==> config.mk <==
export PLATFORM = sky130hd
export DESIGN_NAME = pgm_general_mask
export DESIGN_NICKNAME = d
export VERILOG_FILES = /design/src/rtl/pgm_pkg.sv /design/src/rtl/pgm_event_chan.sv /design/src/rtl/pgm_general_mask.sv
export VERILOG_INCLUDE_DIRS = /design/src /design/src/rtl
export SDC_FILE = /design/constraint.sdc
export NUM_CORES = 1
export LEC_CHECK = 0
export ABC_AREA = 1
export BUFFER_PORTS_ARGS = -buffer_cell sky130_fd_sc_hd__buf_2
export CORE_AREA = 2 2 90 92
export DETAILED_ROUTE_END_ITERATION = 8
export DIE_AREA = 0 0 92 94
export PLACE_DENSITY = 0.79
export SYNTH_ARGS = -nofsm -noshare
export SYNTH_HDL_FRONTEND = slang
export SYNTH_HIERARCHICAL = 1
export SYNTH_SLANG_ARGS = --single-unit
export TNS_END_PERCENT = 50
==> constraint.sdc <==
create_clock -name sys_clk_i -period 1.4 [get_ports sys_clk_i]
set_input_delay 0.07 -clock sys_clk_i [delete_from_list [all_inputs] [get_ports sys_clk_i]]
set_output_delay 0.07 -clock sys_clk_i [all_outputs]
set_load 0.01 [all_outputs]
==> src/rtl/pgm_map.svh <==
`ifndef PGM_MAP_SVH
`define PGM_MAP_SVH

// Command code of the configuration register
`define PGM_CMD_GEN_MASK      8'h17
// Command codes of the priority settings that the shutdown logic follows
`define PGM_CMD_PRIO_1BIT     8'h15
`define PGM_CMD_PRIO_3BIT_A   8'h27
`define PGM_CMD_PRIO_3BIT_B   8'h28

// Field positions
`define PGM_BIT_IRQ_GATE      7
`define PGM_BIT_WIDE_ACCESS   5
`define PGM_BIT_MULTI_LEVEL   4
`define PGM_BIT_CLASS_CHG     3
`define PGM_BIT_DETECT_CHG    2

// Reset value: only the interrupt gate is set
`define PGM_GEN_MASK_RESET    8'h80

// Shutdown input must idle low this long before multi-level mode is entered
`define PGM_SHUT_IDLE_US      200
`define PGM_CLK_MHZ           125
`define PGM_SHUT_IDLE_CYC     (`PGM_SHUT_IDLE_US * `PGM_CLK_MHZ)

`endif

==> src/rtl/pgm_pkg.sv <==
package pgm_pkg;
    typedef logic [7:0] pgm_byte_t;
    typedef logic [3:0] pgm_chan4_t;
    typedef logic [1:0] pgm_result_t;
endpackage

==> src/rtl/pgm_event_chan.sv <==
`timescale 1ns/1ps
`include "pgm_map.svh"

// One channel: detection and classification event flags
module pgm_event_chan
    import pgm_pkg::*;
(
    // Clock and reset
    input  wire logic        sys_clk_i,
    input  wire logic        rst_i,
    // Mode selects
    input  wire logic        class_change_only_i,
    input  wire logic        detect_change_only_i,
    // Cycle completions with results
    input  wire logic        class_done_i,
    input  wire logic [3:0]  class_result_i,
    input  wire logic        detect_done_i,
    input  wire logic [3:0]  detect_result_i,
    // Flag clear from event register read
    input  wire logic        clear_i,
    // Flags
    output logic             class_event_flag_o,
    output logic             detect_event_flag_o
);
    logic [3:0] class_prev_q, class_prev_d;
    logic [3:0] det_prev_q,   det_prev_d;
    logic       cls_q,        cls_d;
    logic       det_q,        det_d;
    logic       cls_set, det_set;

    always_comb begin
        cls_set      = class_done_i &&
                       (!class_change_only_i || class_result_i != class_prev_q);
        det_set      = detect_done_i &&
                       (!detect_change_only_i || detect_result_i != det_prev_q);
        class_prev_d = class_done_i ? class_result_i : class_prev_q;
        det_prev_d   = detect_done_i ? detect_result_i : det_prev_q;
        // Set wins over a clear in the same cycle
        cls_d        = cls_set || (cls_q && !clear_i);
        det_d        = det_set || (det_q && !clear_i);
    end

    always_ff @(posedge sys_clk_i) begin
        if (rst_i) begin
            class_prev_q <= 4'h0;
            det_prev_q   <= 4'h0;
            cls_q        <= 1'b0;
            det_q        <= 1'b0;
        end else begin
            class_prev_q <= class_prev_d;
            det_prev_q   <= det_prev_d;
            cls_q        <= cls_d;
            det_q        <= det_d;
        end
    end

    assign class_event_flag_o  = cls_q;
    assign detect_event_flag_o = det_q;

    a_cls_every_cycle: assert property (@(posedge sys_clk_i) disable iff (rst_i)
        class_done_i && !class_change_only_i |=> class_event_flag_o)
        else $error("class flag not set after class cycle");
    a_det_same_quiet: assert property (@(posedge sys_clk_i) disable iff (rst_i)
        detect_done_i && detect_change_only_i && detect_result_i == det_prev_q
        && !det_q |=> !detect_event_flag_o)
        else $error("detect flag set with unchanged result");
endmodule // pgm_event_chan

==> src/rtl/pgm_general_mask.sv <==
`timescale 1ns/1ps
`include "pgm_map.svh"

// What this block does
// - Global interrupt gate cleared keeps the interrupt pin inactive always.
// - Gate only affects the pin, never event register contents.
// - Wide access set: one bus address, bus_addr_lsb zero, 16-bit transfers.
// - Wide access clear: two four-channel devices, consecutive addresses, 8-bit.
// - Multi-level set: 3-bit priority from settings at 0x27 and 0x28.
// - Multi-level clear: 1-bit priority from setting at 0x15.
// - Class change only set: class flag only on changed result.
// - Detect change only set: detect flag only on changed result.
// - Register is command 17h, one data byte, read and write.
module pgm_general_mask
    import pgm_pkg::*;
(
    // Clock and reset
    input  wire logic        sys_clk_i,
    input  wire logic        rst_i,
    // Decoded command port from the serial bus engine
    input  wire logic        cmd_wr_i,
    input  wire logic        cmd_rd_i,
    input  wire logic [7:0]  cmd_code_i,
    input  wire logic [7:0]  cmd_wdata_i,
    output logic      [7:0]  cmd_rdata_o,
    output logic             cmd_hit_o,
    // Interrupt sources and per-bit masks
    input  wire logic [7:0]  irq_status_i,
    input  wire logic [7:0]  irq_mask_i,
    output logic             irq_n_o,
    // Access configuration
    input  wire logic        bus_addr_lsb_i,
    output logic             wide_access_sel_o,
    output logic             bus_addr_lsb_o,
    // Shutdown priority selection
    input  wire logic        fast_shutdown_in_i,
    output logic             multi_level_shutdown_sel_o,
    output logic [7:0]       prio_cmd_a_o,
    output logic [7:0]       prio_cmd_b_o,
    output logic             shut_idle_ok_o,
    // Per-channel detect and class events
    input  wire logic [3:0]  class_done_i,
    input  wire logic [15:0] class_result_i,
    input  wire logic [3:0]  detect_done_i,
    input  wire logic [15:0] detect_result_i,
    input  wire logic        event_clear_i,
    output logic [3:0]       class_event_flag_o,
    output logic [3:0]       detect_event_flag_o
);
    // ------------------------------------------------------------
    // Register
    // ------------------------------------------------------------
    pgm_byte_t  gm_q, gm_d;
    logic [7:0] rdata_q, rdata_d;
    logic       hit_q, hit_d;
    logic       reg_sel;

    always_comb begin
        reg_sel = (cmd_code_i == `PGM_CMD_GEN_MASK);
        gm_d    = gm_q;
        if (cmd_wr_i && reg_sel) begin
            gm_d = cmd_wdata_i;
        end
        rdata_d = (cmd_rd_i && reg_sel) ? gm_q : 8'h00;
        hit_d   = (cmd_rd_i || cmd_wr_i) && reg_sel;
    end

    always_ff @(posedge sys_clk_i) begin
        if (rst_i) begin
            gm_q    <= `PGM_GEN_MASK_RESET;
            rdata_q <= 8'h00;
            hit_q   <= 1'b0;
        end else begin
            gm_q    <= gm_d;
            rdata_q <= rdata_d;
            hit_q   <= hit_d;
        end
    end

    // ------------------------------------------------------------
    // Pin synchronisers
    // ------------------------------------------------------------
    logic [1:0] shut_sync_q, shut_sync_d;
    logic [1:0] a0_sync_q, a0_sync_d;

    always_comb begin
        shut_sync_d = {shut_sync_q[0], fast_shutdown_in_i};
        a0_sync_d   = {a0_sync_q[0], bus_addr_lsb_i};
    end

    always_ff @(posedge sys_clk_i) begin
        if (rst_i) begin
            shut_sync_q <= 2'h0;
            a0_sync_q   <= 2'h0;
        end else begin
            shut_sync_q <= shut_sync_d;
            a0_sync_q   <= a0_sync_d;
        end
    end

    // ------------------------------------------------------------
    // Outputs
    // ------------------------------------------------------------
    // Idle count is a status hint only; the host owns the 200 us wait
    localparam int unsigned IDLE_CYC = `PGM_SHUT_IDLE_CYC;
    logic [15:0] idle_cnt_q, idle_cnt_d;
    logic        irq_n_q, irq_n_d;
    logic        wide_q, wide_d;
    logic        a0_q, a0_d;
    logic        ml_q, ml_d;
    logic [7:0]  pa_q, pa_d, pb_q, pb_d;
    logic        idle_q, idle_d;

    always_comb begin
        // Events are untouched here; only the pin is gated
        irq_n_d = !(gm_q[`PGM_BIT_IRQ_GATE] && |(irq_status_i & ~irq_mask_i));
        wide_d  = gm_q[`PGM_BIT_WIDE_ACCESS];
        // Wide mode answers only at the even address
        a0_d    = gm_q[`PGM_BIT_WIDE_ACCESS] ? 1'b0 : a0_sync_q[1];
        ml_d    = gm_q[`PGM_BIT_MULTI_LEVEL];
        if (gm_q[`PGM_BIT_MULTI_LEVEL]) begin
            pa_d = `PGM_CMD_PRIO_3BIT_A;
            pb_d = `PGM_CMD_PRIO_3BIT_B;
        end else begin
            pa_d = `PGM_CMD_PRIO_1BIT;
            pb_d = `PGM_CMD_PRIO_1BIT;
        end
        if (shut_sync_q[1]) begin
            idle_cnt_d = 16'h0000;
        end else if (idle_cnt_q < 16'(IDLE_CYC)) begin
            idle_cnt_d = idle_cnt_q + 16'h0001;
        end else begin
            idle_cnt_d = idle_cnt_q;
        end
        idle_d = (idle_cnt_q >= 16'(IDLE_CYC));
    end

    always_ff @(posedge sys_clk_i) begin
        if (rst_i) begin
            irq_n_q    <= 1'b1;
            wide_q     <= 1'b0;
            a0_q       <= 1'b0;
            ml_q       <= 1'b0;
            pa_q       <= `PGM_CMD_PRIO_1BIT;
            pb_q       <= `PGM_CMD_PRIO_1BIT;
            idle_cnt_q <= 16'h0000;
            idle_q     <= 1'b0;
        end else begin
            irq_n_q    <= irq_n_d;
            wide_q     <= wide_d;
            a0_q       <= a0_d;
            ml_q       <= ml_d;
            pa_q       <= pa_d;
            pb_q       <= pb_d;
            idle_cnt_q <= idle_cnt_d;
            idle_q     <= idle_d;
        end
    end

    assign cmd_rdata_o                = rdata_q;
    assign cmd_hit_o                  = hit_q;
    assign irq_n_o                    = irq_n_q;
    assign wide_access_sel_o          = wide_q;
    assign bus_addr_lsb_o             = a0_q;
    assign multi_level_shutdown_sel_o = ml_q;
    assign prio_cmd_a_o               = pa_q;
    assign prio_cmd_b_o               = pb_q;
    assign shut_idle_ok_o             = idle_q;

    // ------------------------------------------------------------
    // Event channels
    // ------------------------------------------------------------
    for (genvar c = 0; c < 4; c++) begin : g_chan
        pgm_event_chan u_chan (
            .sys_clk_i            (sys_clk_i),
            .rst_i                (rst_i),
            .class_change_only_i  (gm_q[`PGM_BIT_CLASS_CHG]),
            .detect_change_only_i (gm_q[`PGM_BIT_DETECT_CHG]),
            .class_done_i         (class_done_i[c]),
            .class_result_i       (class_result_i[4*c +: 4]),
            .detect_done_i        (detect_done_i[c]),
            .detect_result_i      (detect_result_i[4*c +: 4]),
            .clear_i              (event_clear_i),
            .class_event_flag_o   (class_event_flag_o[c]),
            .detect_event_flag_o  (detect_event_flag_o[c])
        );
    end

    // ------------------------------------------------------------
    // Checks
    // ------------------------------------------------------------
    a_irq_gate_off: assert property (@(posedge sys_clk_i) disable iff (rst_i)
        !gm_q[`PGM_BIT_IRQ_GATE] |=> irq_n_o)
        else $error("interrupt pin active while gate off");
    a_irq_unmasked: assert property (@(posedge sys_clk_i) disable iff (rst_i)
        gm_q[`PGM_BIT_IRQ_GATE] && |(irq_status_i & ~irq_mask_i) |=> !irq_n_o)
        else $error("unmasked interrupt did not reach pin");
    a_wide_addr: assert property (@(posedge sys_clk_i) disable iff (rst_i)
        gm_q[`PGM_BIT_WIDE_ACCESS] |=> wide_access_sel_o && !bus_addr_lsb_o)
        else $error("wide access not reflected");
    a_narrow_mode: assert property (@(posedge sys_clk_i) disable iff (rst_i)
        !gm_q[`PGM_BIT_WIDE_ACCESS] |=> !wide_access_sel_o)
        else $error("narrow access not reflected");
    a_prio_multi: assert property (@(posedge sys_clk_i) disable iff (rst_i)
        gm_q[`PGM_BIT_MULTI_LEVEL] |=> prio_cmd_a_o == 8'h27 && prio_cmd_b_o == 8'h28)
        else $error("multi-level priority source wrong");
    a_prio_single: assert property (@(posedge sys_clk_i) disable iff (rst_i)
        !gm_q[`PGM_BIT_MULTI_LEVEL] |=> prio_cmd_a_o == 8'h15 && prio_cmd_b_o == 8'h15)
        else $error("single-level priority source wrong");
    a_reg_write: assert property (@(posedge sys_clk_i) disable iff (rst_i)
        cmd_wr_i && cmd_code_i == 8'h17 ##1 cmd_rd_i && cmd_code_i == 8'h17
        |=> cmd_rdata_o == $past(cmd_wdata_i, 2) && cmd_hit_o)
        else $error("register readback mismatch");
    a_gate_events: assert property (@(posedge sys_clk_i) disable iff (rst_i)
        $changed(gm_q[`PGM_BIT_IRQ_GATE]) && !event_clear_i && class_done_i == 4'h0
        |=> class_event_flag_o == $past(class_event_flag_o))
        else $error("gate change disturbed events");
endmodule // pgm_general_mask

=== After elaboration in Yosys (flattened, before gate mapping) ===
Cells that the tools add are included.

* Bits of input ports: 79
* Logic and storage cells: 91
* Output and inout bits: 38
* Bits in registers: 98

* Bitwise gates (word level): 3
* Equal/unequal tests: 9
* Reductions and logical operators: 45
* $lt $le $gt $ge: 2
* Multiplexer cells: 2
* $add $sub $neg: 1

{| class="wikitable"
|+ Operators with widths
! operator !! number
|-
| inequality test 4 bit || 8
|-
| logical AND 1 bit || 20
|-
| logical OR 1 bit || 17
|-
| adder 16 x 1 -> 16 bit (second input constant) || 1
|-
| greater-or-equal comparator 16 x 15 -> 1 bit (second input constant) || 1
|-
| less-than comparator 16 x 15 -> 1 bit (second input constant) || 1
|-
| two-way mux 6 bit || 2
|-
| AND 8 bit || 1
|-
| equality test 8 x 5 -> 1 bit (second input constant) || 1
|-
| inverter 8 bit || 1
|-
| OR reduction 8 bit || 1
|-
| OR reduction 2 bit || 3
|-
| zero test 1 bit || 4
|-
| inverter 1 bit || 1
|}

=== Depth between registers and ports, before layout ===
* Word-level depth: 5
* Gate-level depth with buffers: 8
* Depth with buffers taken out: 8

=== Hierarchy ===
Netlist, hierarchy kept.

{| class="wikitable"
|+ By module, submodules not included
! module !! cells an instance !! instances !! sequential area each (sq um) !! area an instance (sq um)
|-
| pgm_event_chan || 67 || 4 || 200.2 || 493.0
|-
| pgm_general_mask || 268 || 1 || 860.8 || 1950.6
|}

=== Worst setup path after synthesis ===
No wires, ideal clock.

* Kind: register to register
* From: reg idle_cnt_q[0]
* To: reg idle_cnt_q[12]
* Path buffers: 0
* Stages on the path, launching flop included: 9
* Library setup time: 0.115 ns
* Path slack: 0.156 ns
* Arrival time: 1.129 ns
* Path through: dfxtp_1 > ha_1 > nand3_1 > inv_1 > nand2_1 > nor3_1 > nand3_1 > nand2_1 > nor2_1

* Word-level cells in the longest chain between the ends: 1
* Elaborated cells on any way between the ends: 2
* Classes of those cells: add/sub (1); order compare (1)

{| class="wikitable"
|+ Ends and longest elaborated chain
! item !! line !! text
|-
| start, declared || pgm_general_mask.sv:106 || <nowiki>logic [15:0] idle_cnt_q, idle_cnt_d;</nowiki>
|-
| start signal, assigned || pgm_general_mask.sv:155 || <nowiki>idle_cnt_q <= idle_cnt_d;</nowiki>
|-
| adder 16 x 1 -> 16 bit or less-than comparator 16 x 15 -> 1 bit (tied branches) || pgm_general_mask.sv:131, pgm_general_mask.sv:130 ||
|}

Several ways; a longest one is shown, not always the timed one.
A chain may end at the register's enable or synchronous reset.

=== Worst setup path in the final report ===
* From: reg idle_cnt_q[0]
* To: reg idle_cnt_q[8]

The elaborated chain is that of the path after synthesis.

==> load_flow_metrics.sql <==
INSERT INTO impl_metrics (metric_group, metric, value, unit) VALUES
('run_status', 'outcome', 'finished clean', ''),
('finish', 'nNetsFinal', '746', ''),
('grt', 'globalRouteOverflowTotal', '0', ''),
('finish', 'area.growth.synth_to_final', '26.22', '%'),
('detailed_routing', 'detail_routed_net_length_per_standard_cell', '11.49', 'um'),
('yosys', 'synth_ff_type', 'dfxtp_1', ''),
('floorplan', 'die_area', '8648', 'um^2'),
('detailed_routing', 'totalWireLength', '8857', 'um'),
('floorplan', 'num_io_pins', '117', ''),
('yosys', 'mappedNetlistArea', '3923', 'um^2'),
('clock_tree', 'clk_transition_reported_paths', '0.08', 'ns'),
('yosys', 'synth_cell_types', '33', ''),
('finish', 'postLayoutCoreUtil', '65.08', '%'),
('sta', 'fin_crit_sh', '98.99', '%'),
('setup_path', 'cpMostUsedCell', 'nand2_1', ''),
('setup_path', 'timing.critical_path.cells', 'ha_2 > nand3_2 > inv_1 > nand2_1 > a21oi_1 > nand3_1 > nand2_1 > nor2_1', ''),
('detailed_routing', 'via_count', '3709', ''),
('sta', 'finalClockSkew', '0.01006', 'ns'),
('yosys', 'ys_seq_elements', '83', ''),
('setup_path', 'critPathRequiredTime', '1.65', 'ns'),
('yosys', 'synth_cells', '536', ''),
('sta', 'maxSlewViolCount', '0', ''),
('clock_tree', 'clk-insertion-delay-late', '0.34', 'ns'),
('detailed_routing', 'vias_per_cell', '4.811', ''),
('min_path', 'timing.hold.worst.class', 'in -> reg', ''),
('power', 'p_per_area', '963.4', 'nW/um^2'),
('finish', 'layout_cell_share_with_drive_strength_beyond_1', '24.22', '%'),
('yosys', 'synth_edf_count', '0', ''),
('finish', 'filler_cell_count', '657', ''),
('detailed_routing', 'firstDrtPassIters', '4', ''),
('sta', 'fin_crit', '1.386', 'ns'),
('detailed_routing', 'ant_nets', '0', ''),
('clock_tree', 'cts_max_path_buffers', '2', ''),
('placed_design', 'count_of_port_buffers_added_during_placement', '108', ''),
('detailed_routing', 'drt_first_iter_violations', '169', ''),
('setup_path', 'critical-path-max-stage-delay', '0.34', 'ns'),
('setup_path', 'crit_type', 'reg -> reg', ''),
('clock_tree', 'cts_htree_levels', '3', ''),
('finish', 'layout.cells.most_common', 'buf_2', ''),
('grt', 'groute.usage.overall', '20.45', '%'),
('sta', 'finalHoldViolCount', '0', ''),
('clock_tree', 'clock-sinks', '83', ''),
('setup_path', 'path_buf_inv', '1', ''),
('setup_path', 'crit_path_end_kind', 'flop', ''),
('sta', 'finalSetupTns', '0', 'ns'),
('placed_design', 'place_congestion', '0.8766', ''),
('grt', 'initial_antenna_violation_count', '0', ''),
('power', 'power.static_leakage', '2.384', 'nW'),
('power', 'worst_case_vdd_ir_drop', '0.0008721', 'V'),
('setup_path', 'crit_path_start', 'idle_cnt_q[0]$_SDFFE_PP0N_', ''),
('sta', 'report.final.setup_viol', '0', ''),
('yosys', 'syn_avg_cell_area', '7.318', 'um^2'),
('setup_path', 'critical_path_arrival', '1.63', 'ns'),
('setup_path', 'critical_path.startpoint_type', 'flop', ''),
('finish', 'antennaDiodeCount', '0', ''),
('grt', 'grt_first_pass_wirelength', '14540', 'um'),
('setup_path', 'reg2reg_from', 'idle_cnt_q[0]$_SDFFE_PP0N_', ''),
('floorplan', 'core_area', '7607', 'um^2'),
('sta', 'fmaxAchievable', '0.7216', 'GHz'),
('clock_tree', 'cts_made_buffers', '9', ''),
('yosys', 'ys_seq_area_share', '42.36', '%'),
('finish', 'final_cell_mix', '108 x buf_2, 93 x nand2_1, 88 x nor2_1', ''),
('grt', 'grt_max_degree', '41', ''),
('floorplan', 'initial_utilization', '51.56', '%'),
('clock_tree', 'clock_tree.root_cell', 'clkbuf_8', ''),
('setup_path', 'path_max_fanout', '3', ''),
('placed_design', 'detailedPlacementHpwl', '6114', 'um'),
('grt', 'first_global_vias', '3505', ''),
('setup_path', 'crit_path_top_delay_cell', 'dfxtp_1', ''),
('floorplan', 'placement_rows', '32', ''),
('min_path', 'worstHoldStart', 'cmd_wdata_i[0]', ''),
('clock_tree', 'cts_tree', 'built', ''),
('yosys', 'ys_async_sr_fraction', '0', '%'),
('floorplan', 'die_w', '92', 'um'),
('flow_run', 'max_cap_viol_count', '0', ''),
('floorplan', 'chipHeight', '94', 'um'),
('sta', 'rsz_0062_raised_after_global_routing', 'true', ''),
('yosys', 'yosys_warning_count', '6', ''),
('detailed_routing', 'drcViolationCount', '0', ''),
('setup_path', 'cpLargestDelayFamily', 'simple AND/OR/NAND/NOR gates', '');
## report_power, final
| part | internal, W | total [W] | switching, W |
|---|---|---|---|
| sequential | 0.00245 | 0.00252 | 0.0000616 |
| clock | 0.000864 | 0.00169 | 0.000824 |
| combinational | 0.000275 | 0.000566 | 0.000291 |
## Yosys cell counts, types with 2 or more instances
library cell,n,area (um^2)
nand2_1,94,352.8
o21ai_1,4,20.02
o21ai_2,4,35.03
nand4_1,4,25.02
a21oi_2,9,78.83
a211oi_1,28,210.2
dfxtp_1,83,1662
ha_1,2,25.02
nand3_1,30,150.1
clkbuf_1,2,7.510
buf_2,5,25.02
and2_1,3,18.77
nor2_1,90,337.8
inv_1,78,292.8
nand2_4,2,22.52
xor2_1,9,78.83
buf_4,20,150.1
o21ai_0,17,85.08
o22ai_1,4,25.02
clkbuf_8,4,55.05
a21oi_1,23,115.1
nor3_1,4,20.02
nor2_2,3,18.77
conb_1,2,7.510
mux2i_1,4,40.04
## metrics by stage
| step | power, W | setup WS (ns) | area [um^2] | hold slack [ns] | instances |
|---|---|---|---|---|---|
| 2_1_floorplan | 0.002906 | 0.1557 | 3945 | 0.1770 | 542 |
| 3_3_place_gp | 0.003052 | 0.1246 | 4394 | 0.2762 | 724 |
| 3_5_place_dp | 0.003075 | 0.06780 | 4394 | 0.2858 | 724 |
| 4_1_cts | 0.004809 | 0.03097 | 4837 | 0.003431 | 764 |
| 5_1_grt | 0.004992 | -0.07391 | 4951 | 0.009873 | 771 |
| 6_report | 0.004770 | 0.01421 | 4951 | 0.01342 | 771 |
## cell type report
cell class	instances	area (um^2)	area share, %
Timing Repair Buffer	143	878.3	17.74
Sequential cell	83	1665	33.64
Clock inverter	4	51.30	1.036
Clock buffer	11	141.4	2.856
Multi-Input combinational cell	350	1794	36.24
Tap cell	102	127.6	2.578
Inverter	78	292.8	5.914
## metal layers
layer	up-vias	routed length, um	global-route usage, %
li1	1932	-	-
met1	1682	3883	23.66
met2	87	4516	36.83
met3	8	375	5.136
met4	0	82	6.965
met5	-	0	0
## worst reg2reg max path, delay by kind of cell (launching register included)
family,cells,cell delay (ns)
AOI/OAI and AO/OA,1,0.24
DFF,1,0.34
adders and majority gates,1,0.21
and+or+nand+nor,5,0.43
buffers and inverters,1,0.07
## sequential cells by signal, indices dropped and copies added, names as in the netlist
name                               cells
cmd_hit_o                              1
idle_cnt_q                            16
g_chan.u_chan/det_prev_q              16
shut_sync_q                            2
g_chan.u_chan/class_event_flag_o       4
bus_addr_lsb_o                         1
gm_q                                   8
prio_cmd_b_o                           2
a0_sync_q                              2
shut_idle_ok_o                         1
wide_access_sel_o                      1
cmd_rdata_o                            8
irq_n_o                                1
g_chan.u_chan/detect_event_flag_o      4
g_chan.u_chan/class_prev_q            16
## logic make-up after synthesis
family | after synthesis | synth area share (%)
AND/OR/NAND/NOR | 235 | 25.07
buffers and inverters | 110 | 13.81
AO/OA/AOI/OAI | 90 | 14.67
flip-flops | 83 | 42.36
XOR/XNOR | 10 | 2.233
multiplexers | 4 | 1.021
adder cells (fa/ha/maj) | 2 | 0.6379
other | 2 | 0.1915
## worst paths after layout
check	to	slack, ns	cells past startpoint
max reg2reg	idle_cnt_q[8]$_SDFFE_PP0N_	0.01	8
max	idle_cnt_q[8]$_SDFFE_PP0N_	0.01	8
min	gm_q[0]$_SDFFE_PP0P_	0.01	3
min reg2reg	shut_sync_q[1]$_SDFF_PP0_	0.42	2
## what timing repair did
| item | CTS | global route |
|---|---|---|
| gates resized for setup | 0 | 13 |
| setup endpoints to repair | 0 | 13 |
| setup buffers | 0 | 6 |
| hold buffers | 25 | 0 |
| endpoints found under the hold margin | 23 | 0 |
(Power assumes the default switching activity.)
